## src/rtl/picc_pkg.sv

```systemverilog
// constants and types of the priority interrupt controller
package picc_pkg;
   // ---------------------------------------------------------------
   // geometry
   // ---------------------------------------------------------------
   localparam int         NLVL          = 8;
   localparam int         LW            = 3;
   localparam logic [2:0] SPURIOUS_LVL  = 3'h7;
   localparam logic [2:0] BOTTOM_RST    = 3'h7;
   localparam logic [7:0] MASK_RST      = 8'h00;
   localparam logic [7:0] ZERO8         = 8'h00;
   localparam logic [7:0] ONE8          = 8'h01;
   // ---------------------------------------------------------------
   // port select: command/status port and data/mask port
   // ---------------------------------------------------------------
   localparam logic       PORT_CMD      = 1'b0;
   localparam logic       PORT_DATA     = 1'b1;
   // ---------------------------------------------------------------
   // command word fields
   // ---------------------------------------------------------------
   localparam int         W1_ID0        = 0;
   localparam int         W1_SINGLE     = 1;
   localparam int         W1_LEVEL      = 3;
   localparam int         W1_ID4        = 4;
   localparam int         OCW_SEL3      = 3;
   localparam int         VEC_HI        = 7;
   localparam int         VEC_LO        = 3;
   localparam int         W4_UPM        = 0;
   localparam int         W4_AUTO       = 1;
   localparam int         W4_MS         = 2;
   localparam int         W4_BUF        = 3;
   localparam int         W4_SFN        = 4;
   localparam int         OC2_HI        = 7;
   localparam int         OC2_LO        = 5;
   localparam logic [2:0] OC2_SETPRI    = 3'h6;
   localparam logic [2:0] OC2_ROT_ON    = 3'h4;
   localparam logic [2:0] OC2_ROT_OFF   = 3'h0;
   localparam int         OC2_EOI_B     = 0;
   localparam int         OC2_SPEC_B    = 1;
   localparam int         OC2_ROT_B     = 2;
   localparam int         OC3_SPECIAL_MASK_WRITE_ENABLE      = 6;
   localparam int         OC3_SMM       = 5;
   localparam int         OC3_POLL      = 2;
   localparam int         OC3_RR        = 1;
   localparam int         OC3_RIS       = 0;
   localparam logic [3:0] POLL_PAD      = 4'h0;
   // ---------------------------------------------------------------
   // state types
   // ---------------------------------------------------------------
   typedef enum logic [2:0] {
      INIT_WAIT, INIT_VEC, INIT_CASC, INIT_FOUR, RUN
   } picc_init_type;
   typedef enum logic {ACK_IDLE, ACK_SECOND} picc_ack_type;
endpackage

```

## src/rtl/picc_arb_if.sv

```systemverilog
// carrier between control core and priority resolver
`timescale 1ns/1ps
interface picc_arb_if;
   logic [7:0] request_latch_register;
   logic [7:0] in_service_register;
   logic [7:0] mask;
   logic [7:0] casc_map;
   logic [2:0] bottom;
   logic       special_mask_select;
   logic       sfn_master;
   logic       win_valid;
   logic [2:0] win_lvl;
   logic       top_valid;
   logic [2:0] top_lvl;
   modport arb (input request_latch_register, in_service_register, mask, casc_map, bottom, special_mask_select, sfn_master,
                output win_valid, win_lvl, top_valid, top_lvl);
   modport ctl (output request_latch_register, in_service_register, mask, casc_map, bottom, special_mask_select, sfn_master,
                input win_valid, win_lvl, top_valid, top_lvl);
endinterface

```

## src/rtl/picc_arbiter.sv

```systemverilog
// rotating priority resolver with in-service blocking
`timescale 1ns/1ps
module picc_arbiter (
   picc_arb_if.arb a
);
   logic [2:0] rank [picc_pkg::NLVL];
   logic [7:0] cand;
   logic       best_v;
   logic [2:0] best_r;
   logic [2:0] best_l;
   logic       top_v;
   logic [2:0] top_r;
   logic [2:0] top_l;
   logic       blocked;
   // ---------------------------------------------------------------
   // per-level rank, 0 is highest, level after bottom ranks first
   // ---------------------------------------------------------------
   genvar i;
   generate
      for (i = 0; i < picc_pkg::NLVL; i++) begin : g_lvl
         assign rank[i] = 3'(i) - a.bottom - 3'h1;
         assign cand[i] = a.request_latch_register[i] & ~a.mask[i];
      end
   endgenerate
   always_comb begin
      best_v = 1'b0;
      best_r = 3'h0;
      best_l = 3'h0;
      top_v  = 1'b0;
      top_r  = 3'h0;
      top_l  = 3'h0;
      for (int k = 0; k < picc_pkg::NLVL; k++) begin
         if (cand[k] && (!best_v || rank[k] < best_r)) begin
            best_v = 1'b1;
            best_r = rank[k];
            best_l = 3'(k);
         end
         if (a.in_service_register[k] && (!top_v || rank[k] < top_r)) begin
            top_v = 1'b1;
            top_r = rank[k];
            top_l = 3'(k);
         end
      end
   end
   // equal or lower rank waits unless the slave input may re-enter
   assign blocked = !a.special_mask_select && top_v &&
                    (best_r > top_r ||
                     (best_r == top_r &&
                      !(a.sfn_master && a.casc_map[best_l])));
   assign a.win_valid = best_v && !blocked;
   assign a.win_lvl   = best_l;
   assign a.top_valid = top_v;
   assign a.top_lvl   = top_l;
endmodule

```

## src/rtl/picc_req_latch.sv

```systemverilog
// request latch, edge or level sensed, one mode shared by all inputs
`timescale 1ns/1ps
module picc_req_latch (
   input  logic       i_mclk,
   input  logic       i_rst_n,
   input  logic       i_ce,
   input  logic [7:0] i_req,
   input  logic       i_level_mode,
   input  logic [7:0] i_clr,
   input  logic       i_clr_all,
   output logic [7:0] o_irr
);
   logic [7:0] prev_q;
   genvar i;
   generate
      for (i = 0; i < picc_pkg::NLVL; i++) begin : g_bit
         always_ff @(posedge i_mclk) begin
            if (!i_rst_n) begin
               prev_q[i] <= 1'b0;
               o_irr[i]  <= 1'b0;
            end else if (i_ce) begin
               // restart forces a fresh low-to-high after init
               prev_q[i] <= i_clr_all | i_req[i];
               if (i_clr_all)
                  o_irr[i] <= 1'b0;
               else if (i_level_mode)
                  o_irr[i] <= i_req[i];
               else if (i_req[i] && !prev_q[i])
                  o_irr[i] <= 1'b1;
               else if (i_clr[i])
                  o_irr[i] <= 1'b0;
            end
         end
      end
   endgenerate
endmodule

```

## src/rtl/picc_top.sv

```systemverilog
// priority interrupt controller: command decode, service state, bus
//
// Functional notes
// - default fixed priority, line 0 highest, line 7 lowest.
// - nested mode holds off equal and lower levels, admits higher.
// - in-service bit stays until end command, or cleared by auto mode.
// - special nested master re-admits a slave input already in service.
// - rotate on end: serviced level becomes lowest, next one highest.
// - software names bottom level; set-priority command fixes it anytime.
// - specific end with rotate ends named level and makes it bottom.
// - special mask admits every unmasked level, masked ones stay blocked.
// - third command word with enable 1 and select 0 leaves special mask.
// - poll read acts as acknowledge and returns highest pending level.
// - service read needs selecting command, request read is the default; mask read needs none.
// - status read selection persists across repeated reads.
// - init is words one, two, four; word three only when cascaded.
// - first init word recognised by bits 0 and 4 set.
// - bit 1 of word one: 1 single, 0 cascaded needing word three.
// - bit 3 of word one: 0 rising edge, 1 high level triggers.
// - word two gives upper five type bits; level fills lower three.
// - master word three marks inputs with a slave attached.
// - slave answers second acknowledge only when cascade lines match id.
// - word four bit 0 is stored but never changes the type byte, bit 1 auto end.
// - word four: bit 3 buffered, bit 2 master if buffered (unbuffered is always master), bit 4 special nested.
`timescale 1ns/1ps
module picc_top (
   input  logic       i_mclk,
   input  logic       i_rst_n,
   input  logic       i_ce,
   input  logic       i_wr,
   input  logic       i_rd,
   input  logic       i_addr,
   input  logic [7:0] i_wdata,
   input  logic       i_ack,
   input  logic [7:0] i_request_inputs,
   input  logic [2:0] i_cas,
   output logic [7:0] o_bus_data,
   output logic       o_bus_data_oe,
   output logic       o_int,
   output logic [2:0] o_cas,
   output logic       o_cas_oe
);
   picc_arb_if arb_if ();
   // ---------------------------------------------------------------
   // state
   // ---------------------------------------------------------------
   picc_pkg::picc_init_type init_q;
   picc_pkg::picc_init_type init_d;
   picc_pkg::picc_ack_type  ack_q;
   picc_pkg::picc_ack_type  ack_d;
   logic [7:0] req_s1_q, req_s2_q;
   logic [2:0] cas_s1_q, cas_s2_q;
   logic       single_q, level_q;
   logic [4:0] vec_base_q;
   logic [7:0] casc_q;
   logic       upm_q, aeoi_q, master_q, sfn_q;
   logic [7:0] mask_q, mask_d;
   logic [7:0] isr_q, isr_d;
   logic [2:0] bottom_q, bottom_d;
   logic       rot_aeoi_q, smm_q, read_isr_q, poll_q;
   logic [2:0] ack_lvl_q;
   logic       got_q, casc_drv_q;
   logic [7:0] request_latch_register;
   // ---------------------------------------------------------------
   // command decode
   // ---------------------------------------------------------------
   wire        running   = (init_q == picc_pkg::RUN);
   wire        wr_cmd    = i_wr && (i_addr == picc_pkg::PORT_CMD);
   wire        wr_data   = i_wr && (i_addr == picc_pkg::PORT_DATA);
   wire        is_init_word_one   = wr_cmd && i_wdata[picc_pkg::W1_ID0] &&
                           i_wdata[picc_pkg::W1_ID4];
   wire        is_ocw    = wr_cmd && running && !i_wdata[picc_pkg::W1_ID4];
   wire        is_ocw2   = is_ocw && !i_wdata[picc_pkg::OCW_SEL3];
   wire        is_third_operation_command_word   = is_ocw && i_wdata[picc_pkg::OCW_SEL3];
   wire        is_mask_command_word   = wr_data && running;
   wire [2:0]  code      = i_wdata[picc_pkg::OC2_HI:picc_pkg::OC2_LO];
   wire [2:0]  cmd_lvl   = i_wdata[2:0];
   wire        eoi_cmd   = is_ocw2 && code[picc_pkg::OC2_EOI_B];
   wire        eoi_spec  = code[picc_pkg::OC2_SPEC_B];
   wire        eoi_rot   = code[picc_pkg::OC2_ROT_B];
   wire [2:0]  eoi_lvl   = eoi_spec ? cmd_lvl : arb_if.top_lvl;
   wire        eoi_hit   = eoi_cmd && (eoi_spec || arb_if.top_valid);
   wire        set_pri   = is_ocw2 && (code == picc_pkg::OC2_SETPRI);
   wire        rot_on    = is_ocw2 && (code == picc_pkg::OC2_ROT_ON);
   wire        rot_off   = is_ocw2 && (code == picc_pkg::OC2_ROT_OFF);
   // ---------------------------------------------------------------
   // acknowledge and poll decode
   // ---------------------------------------------------------------
   wire        master_side = master_q || single_q;
   wire        ack1      = i_ack && running &&
                           (ack_q == picc_pkg::ACK_IDLE);
   wire        ack2      = i_ack && (ack_q == picc_pkg::ACK_SECOND);
   wire        id_hit    = (cas_s2_q == casc_q[2:0]);
   wire        casc_lvl  = master_q && !single_q &&
                           casc_q[arb_if.win_lvl];
   wire        rd_cmd    = i_rd && (i_addr == picc_pkg::PORT_CMD);
   wire        poll_rd   = rd_cmd && poll_q;
   wire        take_m    = ack1 && arb_if.win_valid && master_side;
   wire        take_s    = ack2 && got_q && !master_side && id_hit;
   wire        take_p    = poll_rd && arb_if.win_valid;
   wire        take      = take_m || take_s || take_p;
   wire [2:0]  take_lvl  = take_s ? ack_lvl_q : arb_if.win_lvl;
   wire        aeoi_end  = ack2 && aeoi_q && got_q &&
                           (master_side || id_hit);
   wire        drive_vec = ack2 &&
                           (master_side ? !casc_drv_q : id_hit);
   wire [7:0]  take_hot  = picc_pkg::ONE8 << take_lvl;
   wire [7:0]  set_v     = (take && !(take_s && aeoi_q)) ?
                           take_hot : picc_pkg::ZERO8;
   wire [7:0]  clr_eoi   = eoi_hit ? (picc_pkg::ONE8 << eoi_lvl) :
                           picc_pkg::ZERO8;
   wire [7:0]  clr_auto  = aeoi_end ? (picc_pkg::ONE8 << ack_lvl_q) :
                           picc_pkg::ZERO8;
   wire [7:0]  irr_clr   = take ? take_hot : picc_pkg::ZERO8;
   // ---------------------------------------------------------------
   // next values
   // ---------------------------------------------------------------
   // a new acceptance wins over a clear of the same bit
   assign isr_d = is_init_word_one ? picc_pkg::ZERO8 :
                  ((isr_q & ~(clr_eoi | clr_auto)) | set_v);
   assign mask_d = is_init_word_one ? picc_pkg::MASK_RST :
                   (is_mask_command_word ? i_wdata : mask_q);
   assign bottom_d =
      is_init_word_one                           ? picc_pkg::BOTTOM_RST :
      (eoi_hit && eoi_rot)              ? eoi_lvl :
      set_pri                           ? cmd_lvl :
      (aeoi_end && rot_aeoi_q)          ? ack_lvl_q :
      bottom_q;
   wire [7:0] status_v = read_isr_q ? isr_q : request_latch_register;
   wire [7:0] poll_v   = {arb_if.win_valid, picc_pkg::POLL_PAD,
                          arb_if.win_lvl};
   wire [7:0] rd_mux   =
      (i_addr == picc_pkg::PORT_DATA) ? mask_q :
      poll_q                          ? poll_v :
      status_v;
   wire [7:0] vec_byte = {vec_base_q, ack_lvl_q};
   always_comb begin
      init_d = init_q;
      case (init_q)
         picc_pkg::INIT_VEC:
            if (wr_data)
               init_d = single_q ? picc_pkg::INIT_FOUR
                                 : picc_pkg::INIT_CASC;
         picc_pkg::INIT_CASC:
            if (wr_data)
               init_d = picc_pkg::INIT_FOUR;
         picc_pkg::INIT_FOUR:
            if (wr_data)
               init_d = picc_pkg::RUN;
         default:
            init_d = init_q;
      endcase
      if (is_init_word_one)
         init_d = picc_pkg::INIT_VEC;
   end
   always_comb begin
      ack_d = ack_q;
      case (ack_q)
         picc_pkg::ACK_IDLE:
            if (ack1)
               ack_d = picc_pkg::ACK_SECOND;
         default:
            if (ack2)
               ack_d = picc_pkg::ACK_IDLE;
      endcase
      if (is_init_word_one)
         ack_d = picc_pkg::ACK_IDLE;
   end
   // ---------------------------------------------------------------
   // pin synchronisers
   // ---------------------------------------------------------------
   always_ff @(posedge i_mclk) begin
      if (!i_rst_n) begin
         req_s1_q <= picc_pkg::ZERO8;
         req_s2_q <= picc_pkg::ZERO8;
         cas_s1_q <= 3'h0;
         cas_s2_q <= 3'h0;
      end else if (i_ce) begin
         req_s1_q <= i_request_inputs;
         req_s2_q <= req_s1_q;
         cas_s1_q <= i_cas;
         cas_s2_q <= cas_s1_q;
      end
   end
   // ---------------------------------------------------------------
   // initialization words
   // ---------------------------------------------------------------
   always_ff @(posedge i_mclk) begin
      if (!i_rst_n) begin
         init_q     <= picc_pkg::INIT_WAIT;
         single_q   <= 1'b1;
         level_q    <= 1'b0;
         vec_base_q <= 5'h00;
         casc_q     <= picc_pkg::ZERO8;
         upm_q      <= 1'b0;
         aeoi_q     <= 1'b0;
         master_q   <= 1'b1;
         sfn_q      <= 1'b0;
      end else if (i_ce) begin
         init_q <= init_d;
         if (is_init_word_one) begin
            single_q <= i_wdata[picc_pkg::W1_SINGLE];
            level_q  <= i_wdata[picc_pkg::W1_LEVEL];
         end
         if (wr_data && init_q == picc_pkg::INIT_VEC)
            vec_base_q <= i_wdata[picc_pkg::VEC_HI:picc_pkg::VEC_LO];
         if (wr_data && init_q == picc_pkg::INIT_CASC)
            casc_q <= i_wdata;
         if (wr_data && init_q == picc_pkg::INIT_FOUR) begin
            upm_q    <= i_wdata[picc_pkg::W4_UPM];
            aeoi_q   <= i_wdata[picc_pkg::W4_AUTO];
            master_q <= !i_wdata[picc_pkg::W4_BUF] ||
                        i_wdata[picc_pkg::W4_MS];
            sfn_q    <= i_wdata[picc_pkg::W4_SFN];
         end
      end
   end
   // ---------------------------------------------------------------
   // service, mask and mode registers
   // ---------------------------------------------------------------
   always_ff @(posedge i_mclk) begin
      if (!i_rst_n) begin
         isr_q      <= picc_pkg::ZERO8;
         mask_q     <= picc_pkg::MASK_RST;
         bottom_q   <= picc_pkg::BOTTOM_RST;
         rot_aeoi_q <= 1'b0;
         smm_q      <= 1'b0;
         read_isr_q <= 1'b0;
         poll_q     <= 1'b0;
      end else if (i_ce) begin
         isr_q    <= isr_d;
         mask_q   <= mask_d;
         bottom_q <= bottom_d;
         if (is_init_word_one || rot_off)
            rot_aeoi_q <= 1'b0;
         else if (rot_on)
            rot_aeoi_q <= 1'b1;
         if (is_init_word_one)
            smm_q <= 1'b0;
         else if (is_third_operation_command_word && i_wdata[picc_pkg::OC3_SPECIAL_MASK_WRITE_ENABLE])
            smm_q <= i_wdata[picc_pkg::OC3_SMM];
         if (is_init_word_one)
            read_isr_q <= 1'b0;
         else if (is_third_operation_command_word && i_wdata[picc_pkg::OC3_RR])
            read_isr_q <= i_wdata[picc_pkg::OC3_RIS];
         if (is_init_word_one || rd_cmd)
            poll_q <= 1'b0;
         else if (is_third_operation_command_word && i_wdata[picc_pkg::OC3_POLL])
            poll_q <= 1'b1;
      end
   end
   // ---------------------------------------------------------------
   // acknowledge sequence and outputs
   // ---------------------------------------------------------------
   always_ff @(posedge i_mclk) begin
      if (!i_rst_n) begin
         ack_q         <= picc_pkg::ACK_IDLE;
         ack_lvl_q     <= picc_pkg::SPURIOUS_LVL;
         got_q         <= 1'b0;
         casc_drv_q    <= 1'b0;
         o_cas         <= 3'h0;
         o_cas_oe      <= 1'b0;
         o_bus_data    <= picc_pkg::ZERO8;
         o_bus_data_oe <= 1'b0;
         o_int         <= 1'b0;
      end else if (i_ce) begin
         ack_q <= ack_d;
         if (ack1) begin
            ack_lvl_q  <= arb_if.win_valid ? arb_if.win_lvl
                                           : picc_pkg::SPURIOUS_LVL;
            got_q      <= arb_if.win_valid;
            casc_drv_q <= casc_lvl;
            o_cas      <= arb_if.win_lvl;
            o_cas_oe   <= casc_lvl;
         end else if (ack2 || is_init_word_one) begin
            casc_drv_q <= 1'b0;
            o_cas_oe   <= 1'b0;
         end
         o_bus_data    <= i_rd ? rd_mux : vec_byte;
         o_bus_data_oe <= i_rd || drive_vec;
         o_int         <= arb_if.win_valid && running &&
                          (ack_d == picc_pkg::ACK_IDLE) && !take;
      end
   end
   // ---------------------------------------------------------------
   // submodules
   // ---------------------------------------------------------------
   assign arb_if.request_latch_register        = request_latch_register;
   assign arb_if.in_service_register        = isr_q;
   assign arb_if.mask       = mask_q;
   assign arb_if.casc_map   = casc_q;
   assign arb_if.bottom     = bottom_q;
   assign arb_if.special_mask_select        = smm_q;
   assign arb_if.sfn_master = sfn_q && master_q && !single_q;
   picc_arbiter u_arb (
      .a (arb_if.arb)
   );
   picc_req_latch u_latch (
      .i_mclk       (i_mclk),
      .i_rst_n      (i_rst_n),
      .i_ce         (i_ce),
      .i_req        (req_s2_q),
      .i_level_mode (level_q),
      .i_clr        (irr_clr),
      .i_clr_all    (is_init_word_one),
      .o_irr        (request_latch_register)
   );
endmodule

```

## config.mk

```make
export PLATFORM = sky130hd
export DESIGN_NAME = picc_top
export DESIGN_NICKNAME = d
export VERILOG_FILES = /design/src/rtl/picc_pkg.sv /design/src/rtl/picc_arb_if.sv /design/src/rtl/picc_arbiter.sv /design/src/rtl/picc_req_latch.sv /design/src/rtl/picc_top.sv
export SDC_FILE = /design/constraint.sdc
export NUM_CORES = 1
export LEC_CHECK = 0
export BUFFER_PORTS_ARGS = -buffer_cell sky130_fd_sc_hd__clkbuf_2
export CORE_UTILIZATION = 60
export CTS_CLUSTER_DIAMETER = 100
export DETAILED_ROUTE_END_ITERATION = 6
export GPL_TIMING_DRIVEN = 0
export PLACE_DENSITY = 0.87
export SLEW_MARGIN = 5
export SYNTH_ARGS = -nofsm -noshare
export SYNTH_HDL_FRONTEND = slang
export SYNTH_HIERARCHICAL = 1
export SYNTH_SLANG_ARGS = --single-unit
```

## constraint.sdc

```tcl
create_clock -name i_mclk -period 19.1 [get_ports i_mclk]
set_input_delay 3.82 -clock i_mclk [delete_from_list [all_inputs] [get_ports i_mclk]]
set_output_delay 3.82 -clock i_mclk [all_outputs]
set_load 0.05 [all_outputs]
```

======== Word-level counts from Yosys, hierarchy flattened ========
Index checks and enable logic that the tools add are counted.
cells by class
  add/subtract/negate cells ............... 16
  $lt $le $gt $ge ......................... 16
  equal/unequal tests ..................... 11
  shift operators ......................... 3
  multiplexer cells ....................... 119
  bitwise gates (word level) .............. 31
  reductions and logical operators ........ 168
operators with widths
  cell                                                 count
  two-way mux 3 bit                                    35
  two-way mux 8 bit                                    11
  logical AND 1 bit                                    73
  two-way mux 1 bit                                    67
  less-than comparator 3 bit                           14
  AND reduction 2 bit                                  20
  nonzero test 4 bit                                   10
  logical NOT 1 bit                                    32
  logical OR 1 bit                                     25
  << shifter 1 x 3 -> 8 bit, first input constant      3
  subtractor 3 x 1 -> 3 bit, second input constant     8
  bitwise OR 8 bit                                     2
  nonzero test 2 bit                                   6
  subtractor 3 bit, first input constant               4
  NOT 1 bit                                            11
  equality test 3 bit, second input constant           3
  != test 3 bit, second input constant                 3
  one-hot mux 3 bit (3 select lines)                   1
  AND 1 bit                                            8
  AND 8 bit                                            1
  two-way mux 2 bit                                    4
  NOT 8 bit                                            1
  bitwise OR 1 bit                                     8
  equality test 3 x 2 -> 1 bit, second input constant  2
  other kinds (9)                                      12
storage, ports and cells
  register bits ........................... 101
  input bits .............................. 26

======== Logic depth before layout (Yosys ltp) ========
  depth after elaboration ................. 49
  gate-level depth with buffers ........... 72

======== Modules after synthesis ========
Netlist, hierarchy kept.
by module, submodules not included
  module          instances  cells an instance  area an instance (um2)
  picc_top        1          515                4,384.2
  picc_arbiter    1          300                2,209.6
  picc_req_latch  1          69                 730.7

======== Worst setup path before layout ========
OpenSTA, ideal clock, no wires.
  path kind ............................... register -> register
  start point ............................. reg bottom_q[1], in the netlist arb_if.bottom[1]
  end point ............................... reg u_latch.o_irr[0]
  library setup time ...................... 0.059 ns
  arrival ................................. 13.601 ns
  path slack .............................. 5.439 ns
  stages on the path, launching flop included .. 65
  period minus slack after synthesis ...... 13.661 ns
  cells stage by stage .................... dfxtp_1 -> buf_2 -> inv_1 -> ha_1 -> xnor2_1 -> ha_1 -> o211ai_1 -> a31o_2 -> nand2_1 -> mux2_2 -> ha_1 -> or2_2 -> a21o_1 -> nand2_1 -> mux2_2 -> ha_1 -> a2111o_1 -> a22oi_1 -> (+29 left out) -> a21oi_1 -> ha_1 -> nand2b_1 -> a21o_1 -> a21oi_1 -> nor2_1 -> a32oi_1 -> or4b_1 -> a21oi_1 -> o32ai_2 -> and4b_1 -> a41oi_1 -> a211oi_1 -> a21oi_1 -> nor2_1 -> o31ai_1 -> nand3_1 -> nand2_1
on the way
  longest elaborated chain between the ends .. 47
  elaborated cells between the ends (all ways) .. 129
RTL lines
  element                                                                 RTL line              RTL
  start: declaration                                                      picc_top.sv:59        logic [2:0] bottom_q, bottom_d;
  start signal: assignment                                                picc_top.sv:225       bottom_q <= picc_pkg::BOTTOM_RST;
  start signal: assignment                                                picc_top.sv:233       bottom_q <= bottom_d;
  subtractor 1 x 3 -> 3 bit                                               picc_arbiter.sv:21    assign rank[i] = 3'(i) - a.bottom - 3'h1;
  subtractor 3 x 1 -> 3 bit                                               picc_arbiter.sv:21
  two-way mux 3 bit                                                       picc_arbiter.sv:33    if (cand[k] && (!best_v || rank[k] < best_r)) begin
  less-than comparator 3 bit                                              picc_arbiter.sv:33
  logical OR 1 bit                                                        picc_arbiter.sv:33
  logical AND 1 bit                                                       picc_arbiter.sv:33
  two-way mux 3 bit / two-way mux 1 bit (equally long branches)           picc_arbiter.sv:33
  less-than comparator 3 bit / logical NOT 1 bit (equally long branches)  picc_arbiter.sv:33
  (+23 left out)                                                          --
  net arb_if.win_lvl[0]                                                   picc_arb_if.sv:12     logic [2:0] win_lvl;
  (+9 left out)                                                           --
  net arb_if.win_valid                                                    picc_arb_if.sv:11     logic win_valid;
  logical AND 1 bit (2 in a row)                                          picc_top.sv:98        wire take_m = ack1 && arb_if.win_valid && master_side;
  logical OR 1 bit                                                        picc_top.sv:101       wire take = take_m || take_s || take_p;
  logical OR 1 bit (*)                                                    picc_top.sv:101
  two-way mux 8 bit (*)                                                   picc_top.sv:114       wire [7:0] irr_clr = take ? take_hot : picc_pkg::ZERO8;
  net irr_clr[0]                                                          picc_top.sv:114
  nonzero test 4 bit (no line) (*)                                        --
  AND reduction 2 bit (no line) (*)                                       --
  end signal: indexed assignment                                          picc_req_latch.sv:27  o_irr[i] <= i_req[i];
  end: declaration                                                        picc_req_latch.sv:11  output logic [7:0] o_irr
The timed path passes the listed nets; every way through them passes the cells marked *. The select of a mux whose other input is x is not followed.
A chain may end at the register's enable or synchronous reset.

======== Worst setup path after layout ========
  start point ............................. reg bottom_q[1], in the netlist arb_if.bottom[1]
  end point ............................... reg u_latch.o_irr[2]
Same word-level chain as after synthesis.

==> run_summary.xml <==
<?xml version="1.0" encoding="UTF-8"?>
<metrics>
  <group name="grt">
    <metric name="via_count_of_the_first_global_routing_pass" unit="">6821</metric>
    <metric name="globalRouteOverflowTotal" unit="">0</metric>
    <metric name="initial_antenna_violation_count" unit="">1</metric>
    <metric name="pin_count_of_the_biggest_net_entering_global_routing" unit="">19</metric>
    <metric name="grt_pass1_wl" unit="mm">34.98</metric>
    <metric name="grt_util_all_layers" unit="">0.3513</metric>
  </group>
  <group name="layout">
    <metric name="drive_gt1_frac" unit="">0.1300</metric>
    <metric name="antenna_cells" unit="">0</metric>
    <metric name="final_cell_mix" unit="">101 x sky130_fd_sc_hd__dfxtp_1, 89 x sky130_fd_sc_hd__nand2_1, 70 x sky130_fd_sc_hd__nor2b_1</metric>
    <metric name="stdcell_area" unit="mm²">0.007976</metric>
    <metric name="area_delta_synth_final" unit="%">8.900</metric>
    <metric name="fin_nets" unit="">983</metric>
    <metric name="final_common_cell" unit="">sky130_fd_sc_hd__dfxtp_1</metric>
  </group>
  <group name="timing">
    <metric name="finalSetupViolCount" unit="">0</metric>
    <metric name="period_share" unit="">0.8625</metric>
    <metric name="max_freq" unit="MHz">60.70</metric>
    <metric name="period_needed" unit="ns">16.47</metric>
    <metric name="final.setup_skew" unit="ns">0.009021</metric>
    <metric name="actual_transition_at_the_worst_max_transition_pin" unit="ns">1.032</metric>
    <metric name="final_hold_viol_count" unit="">0</metric>
    <metric name="grt_setup_unrepaired" unit="">no</metric>
    <metric name="timing.max_slew.rel_slack" unit="">0.3107</metric>
    <metric name="fin_tns_setup" unit="ns">0</metric>
    <metric name="finalMaxSlewViolations" unit="">0</metric>
  </group>
  <group name="yosys">
    <metric name="synth.lib_cells_used.distinct" unit="">87</metric>
    <metric name="synth.yosys.warnings" unit="">6</metric>
    <metric name="top_flip_flop_cell_by_instance_count_after_synthesis" unit="">sky130_fd_sc_hd__dfxtp_1</metric>
    <metric name="synth_cells" unit="">884</metric>
    <metric name="post_synth_edffs" unit="">0</metric>
    <metric name="asyncSetResetFlopFracSynth" unit="">0</metric>
    <metric name="avgSynthCellArea" unit="µm²">8.286</metric>
    <metric name="flop_and_latch_count_out_of_synthesis" unit="">101</metric>
    <metric name="synth_seq_area_share" unit="">0.2761</metric>
    <metric name="postSynthNetCount" unit="">941</metric>
    <metric name="post_synth_instance_area" unit="mm²">0.007325</metric>
  </group>
  <group name="floorplan">
    <metric name="fp-row-count" unit="">39</metric>
    <metric name="fp.coreArea" unit="mm²">0.01166</metric>
    <metric name="die_width" unit="µm">112.5</metric>
    <metric name="boundaryPins" unit="">40</metric>
    <metric name="dieArea" unit="mm²">0.01265</metric>
    <metric name="floorplan.initialDensity" unit="">0.6280</metric>
    <metric name="die_height" unit="µm">112.5</metric>
  </group>
  <group name="routing">
    <metric name="wl_per_cell" unit="µm">20.56</metric>
    <metric name="via_per_inst" unit="">6.708</metric>
    <metric name="drt-total-wl" unit="mm">22.08</metric>
    <metric name="drc_errors" unit="">0</metric>
    <metric name="ant_nets" unit="">0</metric>
    <metric name="via_count" unit="">7204</metric>
    <metric name="drt_first_pass_iters" unit="">6</metric>
    <metric name="first_iter_violations" unit="">1026</metric>
  </group>
  <group name="cts">
    <metric name="numCtsBuffers" unit="">9</metric>
    <metric name="cts.sinks" unit="">101</metric>
    <metric name="cts_resized" unit="">0</metric>
    <metric name="clock_tree.buffer_depth" unit="">2</metric>
    <metric name="root_buffer" unit="">sky130_fd_sc_hd__clkbuf_16</metric>
    <metric name="holdBufCountCts" unit="">0</metric>
    <metric name="cts_setup_buffers" unit="">0</metric>
    <metric name="cts.clk_slew.worst_paths" unit="ns">0.08</metric>
    <metric name="tritoncts" unit="">built</metric>
    <metric name="clock_tree.htree_level_count" unit="">3</metric>
    <metric name="clock_insertion_delay_worst_skew" unit="ns">0.36</metric>
  </group>
  <group name="power">
    <metric name="vdd_ir_drop_max" unit="µV">65.81</metric>
    <metric name="power_leakage" unit="nW">2.885</metric>
    <metric name="pwr_density_cell" unit="mW/mm²">58.83</metric>
  </group>
  <group name="placed_design">
    <metric name="dp_hpwl" unit="mm">16.03</metric>
    <metric name="placed_cell_area" unit="mm²">0.007659</metric>
    <metric name="buffer_ports.inserted" unit="">31</metric>
    <metric name="gpl.final_weighted_congestion" unit="">0.9750</metric>
  </group>
  <group name="setup_path">
    <metric name="crit_path_top_delay_cell" unit="">sky130_fd_sc_hd__dfxtp_1</metric>
    <metric name="timing.setup.critical_path_class" unit="">flop to flop</metric>
    <metric name="cp.arrival" unit="ns">16.76</metric>
    <metric name="worst_path_most_repeated_cell" unit="">sky130_fd_sc_hd__ha_1</metric>
    <metric name="timing.critical_path.fanout_max" unit="">12</metric>
    <metric name="timing.critical_path.required" unit="ns">19.39</metric>
    <metric name="critical_path.max_stage_delay" unit="ns">0.69</metric>
    <metric name="cp-start-kind" unit="">flop</metric>
    <metric name="timing.critical_path.to_type" unit="">flop</metric>
  </group>
  <group name="run">
    <metric name="max_cap_viol_count" unit="">0</metric>
  </group>
  <group name="status">
    <metric name="outcome" unit="">finished, final reports clean</metric>
  </group>
  <group name="hold_path">
    <metric name="min-delay-path-class" unit="">flop to flop</metric>
  </group>
</metrics>
[critical path: cells and delay by family (launching register included)]
| kind | cells | cell delay [ns] |
|---|---|---|
| AOI/OAI and AO/OA | 29 | 6.97 |
| muxes | 4 | 1.30 |
| xor gates and xnor gates | 1 | 0.33 |
| DFF | 1 | 0.69 |
| buffers and inverters | 7 | 1.46 |
| adders and majority gates | 9 | 2.66 |
| and+or+nand+nor | 17 | 2.96 |
[routing by layer]
layer  wire length, µm  vias to the layer above  part of all wire  track usage
li1                  -                     3334                 -            -
met2              9696                      416              0.44       0.5524
met1              9211                     3340              0.42       0.4519
met5                11                        -           0.00050            0
met4              1291                        2             0.058       0.2231
met3              1871                      112             0.085      0.05400
[path summary, 6_finish.rpt]
check	slack, ns	end	cells after the start	startpoint
max	2.63	u_latch/o_irr[2]$_SDFFE_PN0P_	67	arb_if.bottom[1]$_SDFFE_PN1P_
min	0.47	o_cas[2]$_SDFFE_PN0P_	2	o_cas[2]$_SDFFE_PN0P_
max reg2reg	2.63	u_latch/o_irr[2]$_SDFFE_PN0P_	67	arb_if.bottom[1]$_SDFFE_PN1P_
min reg2reg	0.47	o_cas[2]$_SDFFE_PN0P_	2	o_cas[2]$_SDFFE_PN0P_
[cell usage after synthesis (all sizes together), types with 4 or more instances]
library cell,count,area share
mux2,13,0.020
nor2,48,0.025
dfxtp,101,0.28
ha,31,0.053
a21o,6,0.0061
xnor2,6,0.0072
o31a,11,0.013
a21oi,37,0.025
o211ai,11,0.012
a211o,5,0.0060
and3,8,0.0068
or2,8,0.0072
nand3,38,0.026
nor3,14,0.010
o21a,10,0.010
mux2i,63,0.086
clkbuf,31,0.016
a31oi,13,0.011
nor2b,71,0.062
buf,25,0.020
o311ai,6,0.011
o21ai,43,0.030
nor3b,13,0.015
and2,7,0.0060
inv,18,0.0092
nand3b,7,0.0072
o32ai,4,0.0058
a21boi,24,0.025
a211oi,9,0.0092
nand4,6,0.0051
o221a,7,0.011
o31ai,12,0.012
nand2b,22,0.020
nand2,89,0.046
o21bai,4,0.0041
or3b,6,0.0072
a32oi,10,0.012
[flip-flops by register name (all words and copies together), names as in the netlist, 3 cells and up]
register	count
ack_lvl_q	3
cas_s1_q	3
arb_if.bottom	3
u_latch/o_irr	8
vec_base_q	5
cas_s2_q	3
u_latch/prev_q	8
o_cas	3
init_q	3
arb_if.in_service_register	8
arb_if.mask	8
o_bus_data	8
req_s2_q	8
arb_if.casc_map	8
req_s1_q	8
[area by class of cell]
cell class | count | area (µm²)
clock inverters | 6 | 78.83
fillers | 902 | 3686
clock buffers | 10 | 239.0
multi-input cells | 706 | 4955
well taps | 143 | 178.9
plain buffers | 56 | 269.0
repair buffers | 31 | 155.1
flip-flops and latches | 101 | 2022
inverters | 21 | 78.83
[kinds of logic after synthesis]
kind of cell             after synthesis  share of synthesized area
AO/OA/AOI/OAI                        237                     0.2412
AND/OR/NAND/NOR                      353                     0.2617
multiplexers                          78                     0.1122
adder cells (fa/ha/maj)               31                    0.05295
flip-flops                           101                     0.2761
XOR/XNOR                               7                   0.008371
buffers and inverters                 77                    0.04749
[power breakdown]
part	switching, W	internal (W)
clock network	0.0000875	0.000108
registers	0.00000342	0.000215
logic	0.0000355	0.0000198
[stage by stage]
| step | std cells | util | hold slack [ns] | power [W] | setup slack (ns) |
|---|---|---|---|---|---|
| floorplan | 884 | - | 0.4437 | 0.0002600 | 5.439 |
| global placement | 1058 | 0.6567 | 0.4535 | 0.0002752 | 3.346 |
| detailed placement | 1058 | 0.6567 | 0.4581 | 0.0002765 | 3.047 |
| CTS | 1074 | 0.6839 | 0.4682 | 0.0004668 | 2.967 |
| global route | 1074 | 0.6839 | 0.4890 | 0.0004798 | 1.791 |
| finish | 1074 | 0.6839 | 0.4658 | 0.0004693 | 2.626 |
No activity file was read; power rests on OpenSTA's default activity.
